## config.mk

```make
export PLATFORM = sky130hd
export DESIGN_NAME = csk_unit
export DESIGN_NICKNAME = d
export VERILOG_FILES = /design/src/csk_alu.v /design/src/csk_unit.v
export VERILOG_INCLUDE_DIRS = /design/src
export SDC_FILE = /design/constraint.sdc
export NUM_CORES = 1
export LEC_CHECK = 0
export ABC_AREA = 1
export BUFFER_PORTS_ARGS = -buffer_cell sky130_fd_sc_hd__buf_2
export CAP_MARGIN = 10
export CORE_AREA = 2 2 82 115
export DETAILED_ROUTE_END_ITERATION = 16
export DIE_AREA = 0 0 84 117
export PLACE_DENSITY = 0.74
export SLEW_MARGIN = 30
export SYNTH_ARGS = -nofsm -noshare
export SYNTH_HDL_FRONTEND = slang
export SYNTH_SLANG_ARGS = --single-unit
```

## constraint.sdc

```tcl
create_clock -name MCLK_IN -period 4.9 [get_ports MCLK_IN]
set_clock_uncertainty 0.2 [all_clocks]
set_input_delay 0.245 -clock MCLK_IN [delete_from_list [all_inputs] [get_ports MCLK_IN]]
set_output_delay 0.245 -clock MCLK_IN [all_outputs]
set_load 0.01 [all_outputs]
```

## src/csk_map.vh

```
// Constants for the conditional-skip execution unit.
// Assumes a sequencer that issues one operation at a time and honours the skip answer.
// Behaviour
// - Compare accumulator with an immediate and skip the next instruction when equal.
// - Compare accumulator with a memory byte and skip the next instruction when equal.
// - Compare accumulator with a memory byte and skip the next instruction when unequal.
// - Compare accumulator with an immediate and skip the next instruction when unequal.
// - All compares set zero, carry, aux carry and overflow as accumulator minus operand.
// - IO bit test skips when the selected port bit is zero and leaves flags alone.
// - IO bit test skips when the selected port bit is one and leaves flags alone.
// - Memory bit test skips when the selected bit is zero and leaves flags alone.
// - Memory bit test skips when the selected bit is one and leaves flags alone.
// - Accumulator increment writes back, sets four flags and skips when the result is zero.
// - Accumulator decrement writes back, sets four flags and skips when the result is zero.
// - Memory increment stores back, sets four flags and skips when the stored value is zero.
// - Memory decrement stores back, sets four flags and skips when the stored value is zero.
`ifndef CSK_MAP_VH
`define CSK_MAP_VH

// ****************************************************
// Operation codes
// ****************************************************
`define CSK_OP_W        4
`define CSK_OP_CEQ_IMM  4'h0
`define CSK_OP_CEQ_MEM  4'h1
`define CSK_OP_CNE_MEM  4'h2
`define CSK_OP_CNE_IMM  4'h3
`define CSK_OP_T0_IO    4'h4
`define CSK_OP_T1_IO    4'h5
`define CSK_OP_T0_MEM   4'h6
`define CSK_OP_T1_MEM   4'h7
`define CSK_OP_INC_ACC  4'h8
`define CSK_OP_DEC_ACC  4'h9
`define CSK_OP_INC_MEM  4'hA
`define CSK_OP_DEC_MEM  4'hB

// ****************************************************
// Flag vector bit positions
// ****************************************************
`define CSK_FLAG_Z      0
`define CSK_FLAG_C      1
`define CSK_FLAG_AUX    2
`define CSK_FLAG_OVF    3
`define CSK_FLAG_RST    4'h0

// ****************************************************
// Widths
// ****************************************************
`define CSK_DATA_W      8
`define CSK_ADDR_W      8
`define CSK_BIT_W       3

`endif

```

## src/csk_alu.v

```verilog
// Eight-bit adder/subtractor with zero, carry, aux carry and overflow flags.
// Assumes carry means borrow on subtraction.
`timescale 1ns/100ps
`include "csk_map.vh"

module csk_alu (
	input  wire [7:0] a_in,
	input  wire [7:0] b_in,
	input  wire       sub_in,
	output wire [7:0] res_out,
	output wire [3:0] flags_out
);

	wire [8:0] full;
	wire [4:0] half;
	wire       ovf;

	// ****************************************************
	// Arithmetic
	// ****************************************************
	assign full = sub_in ? ({1'b0, a_in} - {1'b0, b_in}) : ({1'b0, a_in} + {1'b0, b_in});
	assign half = sub_in ? ({1'b0, a_in[3:0]} - {1'b0, b_in[3:0]})
	                     : ({1'b0, a_in[3:0]} + {1'b0, b_in[3:0]});
	assign res_out = full[7:0];

	// Signed overflow: operand signs differ for subtract, agree for add
	assign ovf = sub_in ? ((a_in[7] ^ b_in[7]) & (a_in[7] ^ full[7]))
	                    : (~(a_in[7] ^ b_in[7]) & (a_in[7] ^ full[7]));

	assign flags_out[`CSK_FLAG_Z]  = (full[7:0] == 8'h00);
	assign flags_out[`CSK_FLAG_C]  = full[8];
	assign flags_out[`CSK_FLAG_AUX] = half[4];
	assign flags_out[`CSK_FLAG_OVF] = ovf;

endmodule

```

## src/csk_unit.v

```verilog
// Execution unit for the conditional-skip instruction group.
// Assumes memory and IO return read data one cycle after the read strobe.
`timescale 1ns/100ps
`include "csk_map.vh"

module csk_unit (
	input  wire        MCLK_IN,
	input  wire        RST_IN,
	input  wire        START_IN,
	input  wire [3:0]  OP_IN,
	input  wire [7:0]  ACC_IN,
	input  wire [7:0]  IMM_IN,
	input  wire [7:0]  ADDR_IN,
	input  wire [2:0]  BIT_SEL_IN,
	input  wire [7:0]  MEM_RDATA_IN,
	input  wire [7:0]  IO_RDATA_IN,
	output reg         BUSY_OUT,
	output reg         DONE_OUT,
	output reg         SKIP_OUT,
	output reg         FLAG_WE_OUT,
	output reg  [3:0]  FLAGS_OUT,
	output reg         ACC_WE_OUT,
	output reg  [7:0]  ACC_WDATA_OUT,
	output reg         MEM_RD_OUT,
	output reg         MEM_WR_OUT,
	output reg  [7:0]  MEM_ADDR_OUT,
	output reg  [7:0]  MEM_WDATA_OUT,
	output reg         IO_RD_OUT,
	output reg  [7:0]  IO_ADDR_OUT
);

	// ****************************************************
	// States
	// ****************************************************
	localparam [1:0] ST_IDLE = 2'b00;
	localparam [1:0] ST_WAIT = 2'b01;
	localparam [1:0] ST_LOAD = 2'b10;
	localparam [1:0] ST_EXEC = 2'b11;

	// ****************************************************
	// Decode helpers
	// ****************************************************
	function needs_mem;
		input [3:0] op;
		begin
			needs_mem = (op == `CSK_OP_CEQ_MEM) || (op == `CSK_OP_CNE_MEM) ||
			            (op == `CSK_OP_T0_MEM)  || (op == `CSK_OP_T1_MEM)  ||
			            (op == `CSK_OP_INC_MEM) || (op == `CSK_OP_DEC_MEM);
		end
	endfunction

	function needs_io;
		input [3:0] op;
		begin
			needs_io = (op == `CSK_OP_T0_IO) || (op == `CSK_OP_T1_IO);
		end
	endfunction

	function is_compare;
		input [3:0] op;
		begin
			is_compare = (op <= `CSK_OP_CNE_IMM);
		end
	endfunction

	reg [1:0] state_q;
	reg [1:0] state_d;
	reg [3:0] op_q;
	reg [7:0] acc_q;
	reg [7:0] opnd_q;
	reg [2:0] bit_q;

	reg       alu_sub;
	reg [7:0] alu_a;
	reg [7:0] alu_b;
	wire [7:0] alu_res;
	wire [3:0] alu_flags;

	reg        skip_d;
	reg        flag_we_d;
	reg        acc_we_d;
	reg        mem_wr_d;
	wire       bit_val;
	wire       equal;

	assign bit_val = opnd_q[bit_q];
	assign equal   = (acc_q == opnd_q);

	csk_alu u_alu (
		.a_in      (alu_a),
		.b_in      (alu_b),
		.sub_in    (alu_sub),
		.res_out   (alu_res),
		.flags_out (alu_flags)
	);

	// ****************************************************
	// Operand routing and outcome
	// ****************************************************
	always @* begin
		alu_a     = acc_q;
		alu_b     = opnd_q;
		alu_sub   = 1'b1;
		skip_d    = 1'b0;
		flag_we_d = 1'b0;
		acc_we_d  = 1'b0;
		mem_wr_d  = 1'b0;
		case (op_q)
		`CSK_OP_CEQ_IMM: begin
			skip_d    = equal;
			flag_we_d = 1'b1;
		end
		`CSK_OP_CEQ_MEM: begin
			skip_d    = equal;
			flag_we_d = 1'b1;
		end
		`CSK_OP_CNE_MEM: begin
			skip_d    = ~equal;
			flag_we_d = 1'b1;
		end
		`CSK_OP_CNE_IMM: begin
			skip_d    = ~equal;
			flag_we_d = 1'b1;
		end
		`CSK_OP_T0_IO:  skip_d = ~bit_val;
		`CSK_OP_T1_IO:  skip_d = bit_val;
		`CSK_OP_T0_MEM: skip_d = ~bit_val;
		`CSK_OP_T1_MEM: skip_d = bit_val;
		`CSK_OP_INC_ACC: begin
			alu_b     = 8'h01;
			alu_sub   = 1'b0;
			acc_we_d  = 1'b1;
			flag_we_d = 1'b1;
			skip_d    = alu_flags[`CSK_FLAG_Z];
		end
		`CSK_OP_DEC_ACC: begin
			alu_b     = 8'h01;
			acc_we_d  = 1'b1;
			flag_we_d = 1'b1;
			skip_d    = alu_flags[`CSK_FLAG_Z];
		end
		`CSK_OP_INC_MEM: begin
			alu_a     = opnd_q;
			alu_b     = 8'h01;
			alu_sub   = 1'b0;
			mem_wr_d  = 1'b1;
			flag_we_d = 1'b1;
			skip_d    = alu_flags[`CSK_FLAG_Z];
		end
		`CSK_OP_DEC_MEM: begin
			alu_a     = opnd_q;
			alu_b     = 8'h01;
			mem_wr_d  = 1'b1;
			flag_we_d = 1'b1;
			skip_d    = alu_flags[`CSK_FLAG_Z];
		end
		default: begin
			skip_d    = 1'b0;
		end
		endcase
	end

	// ****************************************************
	// Sequencing
	// ****************************************************
	always @* begin
		state_d = state_q;
		case (state_q)
		ST_IDLE: begin
			if (START_IN) begin
				if (needs_mem(OP_IN) || needs_io(OP_IN))
					state_d = ST_WAIT;
				else
					state_d = ST_EXEC;
			end
		end
		ST_WAIT: state_d = ST_LOAD;
		ST_LOAD: state_d = ST_EXEC;
		ST_EXEC: state_d = ST_IDLE;
		default: state_d = ST_IDLE;
		endcase
	end

	always @(posedge MCLK_IN or posedge RST_IN) begin
		if (RST_IN) begin
			state_q       <= ST_IDLE;
			op_q          <= 4'h0;
			acc_q         <= 8'h00;
			opnd_q        <= 8'h00;
			bit_q         <= 3'h0;
			BUSY_OUT      <= 1'b0;
			DONE_OUT      <= 1'b0;
			SKIP_OUT      <= 1'b0;
			FLAG_WE_OUT   <= 1'b0;
			FLAGS_OUT     <= `CSK_FLAG_RST;
			ACC_WE_OUT    <= 1'b0;
			ACC_WDATA_OUT <= 8'h00;
			MEM_RD_OUT    <= 1'b0;
			MEM_WR_OUT    <= 1'b0;
			MEM_ADDR_OUT  <= 8'h00;
			MEM_WDATA_OUT <= 8'h00;
			IO_RD_OUT     <= 1'b0;
			IO_ADDR_OUT   <= 8'h00;
		end else begin
			state_q     <= state_d;
			DONE_OUT    <= 1'b0;
			SKIP_OUT    <= 1'b0;
			FLAG_WE_OUT <= 1'b0;
			ACC_WE_OUT  <= 1'b0;
			MEM_WR_OUT  <= 1'b0;
			MEM_RD_OUT  <= 1'b0;
			IO_RD_OUT   <= 1'b0;
			BUSY_OUT    <= (state_d != ST_IDLE);
			case (state_q)
			ST_IDLE: begin
				if (START_IN) begin
					op_q   <= OP_IN;
					acc_q  <= ACC_IN;
					opnd_q <= IMM_IN;
					bit_q  <= BIT_SEL_IN;
					if (needs_mem(OP_IN)) begin
						MEM_RD_OUT   <= 1'b1;
						MEM_ADDR_OUT <= ADDR_IN;
					end
					if (needs_io(OP_IN)) begin
						IO_RD_OUT   <= 1'b1;
						IO_ADDR_OUT <= ADDR_IN;
					end
				end
			end
			ST_LOAD: begin
				if (needs_io(op_q))
					opnd_q <= IO_RDATA_IN;
				else
					opnd_q <= MEM_RDATA_IN;
			end
			ST_EXEC: begin
				DONE_OUT    <= 1'b1;
				SKIP_OUT    <= skip_d;
				FLAG_WE_OUT <= flag_we_d;
				if (flag_we_d)
					FLAGS_OUT <= alu_flags;
				// Compares never raise the accumulator or memory write strobe
				ACC_WE_OUT  <= acc_we_d & ~is_compare(op_q);
				MEM_WR_OUT  <= mem_wr_d & ~is_compare(op_q);
				if (acc_we_d)
					ACC_WDATA_OUT <= alu_res;
				if (mem_wr_d)
					MEM_WDATA_OUT <= alu_res;
			end
			default: begin
				BUSY_OUT <= 1'b0;
			end
			endcase
		end
	end

endmodule

```

---- Word level (Yosys, flattened, before mapping) ----
Cells that the tools add are included.
cells by class
  $add $sub $neg .......................... 4
  $mul .................................... 0
  div/mod/pow operators ................... 0
  $lt $le $gt $ge ......................... 2
  eq/ne operators ......................... 24
  shift operators ......................... 0
  muxes and demuxes ....................... 29
  bitwise operators ....................... 10
  reduce and logical (&&, ||, !) cells .... 30
operators by type and width
  kind                                                             number
  4-bit by 3-bit == test with 1-bit output, second input constant  8
  8-bit 2-to-1 mux                                                 4
  4-bit == test, second input constant                             6
  1-bit 2-to-1 mux                                                 17
  8-bit one-hot mux with 2 select lines                            1
  2-bit OR reduction                                               7
  4-bit by 2-bit == test with 1-bit output, second input constant  3
  2-bit AND reduction                                              5
  8-bit by 8-bit adder with 9-bit output                           1
  9-bit 2-to-1 mux                                                 1
  8-bit by 8-bit subtractor with 9-bit output                      1
  4-bit by 1-bit == test with 1-bit output, second input constant  2
  8-bit == test                                                    1
  8-bit logical NOT                                                1
  1-bit logical OR                                                 8
  2-bit one-hot mux with 4 select lines                            1
  8-bit OR reduction                                               1
  3-bit AND reduction                                              2
  4-bit by 4-bit adder with 5-bit output                           1
  5-bit 2-to-1 mux                                                 1
  1-bit one-hot mux with 5 select lines                            1
  4-bit by 4-bit subtractor with 5-bit output                      1
  1-bit AND                                                        4
  2-bit == test, second input constant                             2
  13 further kinds                                                 19
storage, ports and cells
  register bits ........................... 69
  latch bits .............................. 0
  RAM bits ................................ 0
  bits in read-only memories .............. 0
  input port bits ......................... 50
  output and inout bits ................... 44
  word-level logic and storage cells ...... 117
  memories kept ........................... 0

---- Depth between registers and ports, before layout ----
  depth in word-level cells ............... 12
  gate-level depth with buffers ........... 20
  depth with buffers taken out ............ 20

---- Modules after synthesis ----
A second synthesis with hierarchy kept.
second synthesis, totals
  cells, all modules ...................... 525
  area, all modules ....................... 3952.5 um^2
by module, submodules not included
  module    instances  cells each  area each (um^2)  sequential area each (um^2)
  csk_unit  1          392         3256.9            1726.7
  csk_alu   1          133         695.7             0.0

---- Least setup slack after synthesis ----
No wires, ideal clock.
  kind .................................... flip-flop to flip-flop
  start ................................... reg op_q[3]
  end ..................................... reg FLAGS_OUT[3]
  library setup time ...................... 0.121 ns
  arrival ................................. 2.238 ns
  data required time ...................... 4.579 ns
  path slack .............................. 2.341 ns
  stages on the path, launching flop included .. 17
  path buffers ............................ 0
  period minus slack after synthesis ...... 2.559 ns
  cell sequence ........................... dfrtp_1 -> inv_2 -> nor2_4 -> inv_2 -> nor2_1 -> inv_1 -> nand2_1 -> mux2i_1 -> ha_1 -> a21oi_1 -> o21bai_1 -> a21oi_1 -> nand3b_1 -> nand2_2 -> nand2_1 -> nand2_1 -> o21ai_1
between the ends
  longest elaborated chain between the ends .. 8
  elaborated cells on any way between the ends .. 25
  classes of those cells .................. add/sub: 2; eq/ne: 7; mux: 5; bitwise: 5; reduce/logical: 6
ends and longest elaborated chain
  what                                                                                                   RTL line                    RTL
  start: declaration                                                                                     csk_unit.v:68               reg [3:0] op_q;
  start signal: assignment                                                                               csk_unit.v:187              op_q <= 4'h0;
  start signal: assignment                                                                               csk_unit.v:217              op_q <= OP_IN;
  4-bit == test                                                                                          csk_unit.v:108              case (op_q)
  4-bit OR reduction (no line) or 2-bit OR reduction (tied branches)                                     n/a
  8-bit 2-to-1 mux                                                                                       csk_unit.v:108
  8-bit by 8-bit subtractor with 9-bit output or 8-bit by 8-bit adder with 9-bit output (tied branches)  csk_alu.v:21                assign full = sub_in ? ({1'b0, a_in} - {1'b0, b_in}) : ({1'b0, a_in} + {1'b0, b_in});
  9-bit 2-to-1 mux                                                                                       csk_alu.v:21
  1-bit XOR                                                                                              csk_alu.v:27, csk_alu.v:28
  1-bit AND (on tied branches)                                                                           csk_alu.v:27, csk_alu.v:28
  1-bit 2-to-1 mux                                                                                       csk_alu.v:27                assign ovf = sub_in ? ((a_in[7] ^ b_in[7]) & (a_in[7] ^ full[7]))
  end signal: assignment                                                                                 csk_unit.v:195              FLAGS_OUT <= `CSK_FLAG_RST;
  end signal: assignment                                                                                 csk_unit.v:242              FLAGS_OUT <= alu_flags;
  end: declaration                                                                                       csk_unit.v:21               output reg [3:0] FLAGS_OUT,
Several ways; a longest one is shown, not always the timed one.
A chain may end at the register's enable or synchronous reset.

---- Worst setup path after layout ----
  start ................................... reg op_q[3]
  end ..................................... reg SKIP_OUT
between the ends
  longest elaborated chain between the ends .. 8
  elaborated cells on any way between the ends .. 27
  classes of those cells .................. add/sub: 2; eq/ne: 11; mux: 5; reduce/logical: 9
ends and longest elaborated chain
  what                                                                                                   RTL line        RTL
  4-bit == test                                                                                          csk_unit.v:108
  4-bit OR reduction (no line) or 2-bit OR reduction (tied branches)                                     n/a
  8-bit 2-to-1 mux                                                                                       csk_unit.v:108
  8-bit by 8-bit subtractor with 9-bit output or 8-bit by 8-bit adder with 9-bit output (tied branches)  csk_alu.v:21
  9-bit 2-to-1 mux                                                                                       csk_alu.v:21
  8-bit logical NOT                                                                                      csk_alu.v:30    assign flags_out[`CSK_FLAG_Z] = (full[7:0] == 8'h00);
  1-bit one-hot mux with 5 select lines (*)                                                              csk_unit.v:108
  1-bit 2-to-1 mux (*)                                                                                   csk_unit.v:214  case (state_q)
  end signal: assignment                                                                                 csk_unit.v:239  SKIP_OUT <= skip_d;
  end: declaration                                                                                       csk_unit.v:19   output reg SKIP_OUT,
Every way passes the cells marked *; elsewhere a longest branch is shown, timed or not.

==> out/metrics.yaml <==
status:
  outcome: "complete, no violations"
synth:
  seq_area_frac_synth_pct: 47.0
  ys_top_cells_by_count: "nand2_1 (135), dfrtp_1 (69), inv_1 (60), o21ai_0 (56)"
  synth_top_area_share_pct: 47.0
  synth_top_area_cell: "dfrtp_1"
  synth.distinct_cells: 32
  synth.avg_cell_area_um2: 7.85
  ys_warn_count: 0
  ys_ff_latch: 69
  synthFlopType: "dfrtp_1"
  async_flop_share_pct: 100
  synth_edf_count: 0
  syn_area_um2: 3670
  synth.area.top_cells: "dfrtp_1 (47%), nand2_1 (14%), o21ai_0 (7.6%)"
  syn_nets: 531
  synth_most_common_cell: "nand2_1"
  syn_inst: 468
hold_path:
  hold_end: "opnd_q[7]$_DFFE_PP0P_"
  whs_path_depth: 3
  hp-start: "IMM_IN[7]"
  hold_path_class: "in2reg"
cells_and_area:
  drive_above_1_share_pct: 21.2
  final_cells: 700
  final_cell_area_um2: 4810
  synthToLayoutAreaGrowth_pct: 31.1
  antenna_cells: 0
  final_nets: 651
sta:
  tightestPinTransition_ns: 0.842
  rsz0062_at_grt: "no"
  max_slew_margin_pct: 43.8
  period_share_pct: 60.9
  setup_viol: 0
  hold_viol: 0
  setup-tns-final_ns: 0
  layout_min_cycle_time_ns: 2.98
  maxClockFrequency_mhz: 335
  drv_slew: 0
power_and_ir_drop:
  p_switching_w: 0.00163
  p_int_w: 0.00198
  seqPwrFrac_pct: 28.4
  clock_power_share_pct: 19.3
  p_sw_share_pct: 45.2
  p_leak_nw: 2.56
  p_per_area_nw_per_um2: 751
  ir_drop_v: 0.000364
  pwr-share-comb_pct: 52.3
global_route:
  grt_pass1_wl_um: 14300
  antenna_found_initial: 0
  grt_use_total_pct: 18.4
  grt_max_degree: 70
  grt_overflow_total: 0
  grt_pass1_vias: 3224
floorplan:
  io_pins: 94
  core_area_um2: 8870
  start_util_pct: 41.4
  rows: 41
  die_area_um2: 9830
  die_h_um: 117
  chipWidth_um: 84
cts:
  cts_tree: "done"
  clkLatencyLatePin_ns: 0.33
  cts_buffers: 9
  cts.sinks: 69
  cts_buffer_depth: 2
  htree_num_levels: 3
  cts-root-buf: "clkbuf_16"
  cts.clk_slew.worst_paths_ns: 0.06
worst_setup_path:
  r2r_end: "SKIP_OUT$_DFF_PP0_"
  crit_arrival_ns: 3.04
  worstSetupPathType: "reg2reg"
  cp-start-kind: "flip-flop"
  worstRegToRegCells: 15
  endpoint_kind: "flip-flop"
  required_ns: 4.95
  r2r-start: "op_q[3]$_DFFE_PP0P_"
  r2r_slack_ns: 1.92
  crit_path_max_fanout: 7
place:
  hpwl_um: 6730
  place_area_um2: 4240
  gp_congestion: 0.860
  io_buffers: 93
  dp_cells: 659
routing:
  drt-wirelength-per-cell_um: 12.7
  routed-wl-met2_um: 4660
  drt_pass1_iterations: 4
  vias_per_cell: 4.88
  routed_wl_um: 8870
  vias: 3414
  top_layer_used: "met4"
  postRouteAntennaNets: 0
  initialDrtViolationCount: 134
  wl_met3_um: 386
  met1Wirelength_um: 3690
  route.detailed.drc: 0
job:
  drv_cap: 0
-- metal layers --
| metal | vias up | track usage, % |
|---|---|---|
| met5 | - | 0 |
| met4 | 0 | 6.45 |
| met3 | 9 | 4.07 |
| met2 | 76 | 34.7 |
| met1 | 1577 | 20.6 |
| li1 | 1752 | - |
-- power groups by stage --
stage,logic [W],clock network (W),registers [W]
final,0.00189,0.000697,0.00103
after detailed placement,0.00188,0,0.00103
after floorplan,0.00132,0,0.00106
after global placement,0.00183,0,0.00102
after CTS,0.00191,0.000708,0.00102
after global routing,0.00219,0.000728,0.00106
-- cell usage in the layout (no fill, tap or decap), types with 4 or more instances in the layout --
| cell type | count |
|---|---|
| nand2_1 | 135 |
| buf_2 | 93 |
| dfrtp_1 | 69 |
| inv_1 | 59 |
| o21ai_0 | 56 |
| nor2_1 | 25 |
| a21oi_1 | 25 |
| dlygate4sd3_1 | 25 |
| nand3_1 | 20 |
| ha_1 | 12 |
| clkbuf_16 | 9 |
| xnor2_1 | 6 |
| nor3_1 | 6 |
| nand2_2 | 5 |
| a211oi_1 | 5 |
| inv_2 | 4 |
| nand4_1 | 4 |
-- sequential cells by signal, indices dropped and copies added, names as in the netlist --
| signal | count |
|---|---|
| ACC_WE_OUT | 1 |
| opnd_q | 8 |
| op_q | 4 |
| MEM_WDATA_OUT | 8 |
| ACC_WDATA_OUT | 8 |
| BUSY_OUT | 1 |
| IO_RD_OUT | 1 |
| bit_q | 3 |
| IO_ADDR_OUT | 8 |
| DONE_OUT | 1 |
| state_q | 2 |
| MEM_RD_OUT | 1 |
| FLAGS_OUT | 4 |
| acc_q | 8 |
| MEM_ADDR_OUT | 8 |
| MEM_WR_OUT | 1 |
| FLAG_WE_OUT | 1 |
| SKIP_OUT | 1 |
-- how the worst max path moves through the flow --
stage / start / end / slack, ns / cells after the start
floorplan: op_q[3]$_DFFE_PP0P_ / FLAGS_OUT[3]$_DFFE_PP0P_ / 2.34 / 16
detailed placement: op_q[3]$_DFFE_PP0P_ / SKIP_OUT$_DFF_PP0_ / 1.94 / 15
CTS: op_q[3]$_DFFE_PP0P_ / SKIP_OUT$_DFF_PP0_ / 1.91 / 15
global route: op_q[3]$_DFFE_PP0P_ / SKIP_OUT$_DFF_PP0_ / 1.57 / 19
global placement: op_q[3]$_DFFE_PP0P_ / SKIP_OUT$_DFF_PP0_ / 2.01 / 18
finish: op_q[3]$_DFFE_PP0P_ / SKIP_OUT$_DFF_PP0_ / 1.92 / 15
-- area by class of cell --
| cell class | instances | area, um2 |
|---|---|---|
| inverter | 64 | 240 |
| sequential | 69 | 1730 |
| clock buffer | 10 | 229 |
| tap | 107 | 134 |
| clock inverter | 6 | 95.1 |
| fill | 819 | 4060 |
| timing repair buffer | 119 | 723 |
| multi-input combinational | 325 | 1670 |
-- cells by family (layout without fill, tap and decap cells) --
family / count (synthesis) / in the layout / synth area share (%)
AND/OR/NAND/NOR: 204 / 204 / 24.0
buffers and inverters: 74 / 199 / 7.60
adder cells (fa/ha/maj): 13 / 13 / 4.63
XOR/XNOR: 7 / 7 / 1.67
flip-flops: 69 / 69 / 47.0
AO/OA/AOI/OAI: 100 / 100 / 14.8
multiplexers: 1 / 1 / 0.273
-- stage by stage --
stage          power, W  hold WS, ns  util (%)  worst slack, ns
2_1_floorplan   0.00238        0.155         -             2.34
3_3_place_gp    0.00285        0.243      47.8             2.01
3_5_place_dp    0.00291        0.250      47.8             1.94
4_1_cts         0.00364       0.0212      54.3             1.91
5_1_grt         0.00398       0.0528      54.3             1.57
6_report        0.00361       0.0215      54.3             1.92
-- worst max-delay path: stages (launching register included) --
cell	delay (ns)
dfrtp_1	0.46
inv_2	0.07
nor2_4	0.21
inv_2	0.10
nor2_1	0.19
inv_1	0.15
nand2_1	0.15
mux2i_1	0.09
ha_1	0.34
a21oi_1	0.21
o21bai_1	0.09
a21oi_1	0.17
nand3b_1	0.11
nand2_2	0.14
nand3_1	0.10
a21oi_1	0.14
-- repair_timing --
item,CTS,global route
buffers inserted,0,0
hold buffers,25,0
endpoints found under the hold margin,46,0
gates resized for setup,0,0
Power figures use the tool's default switching activity.
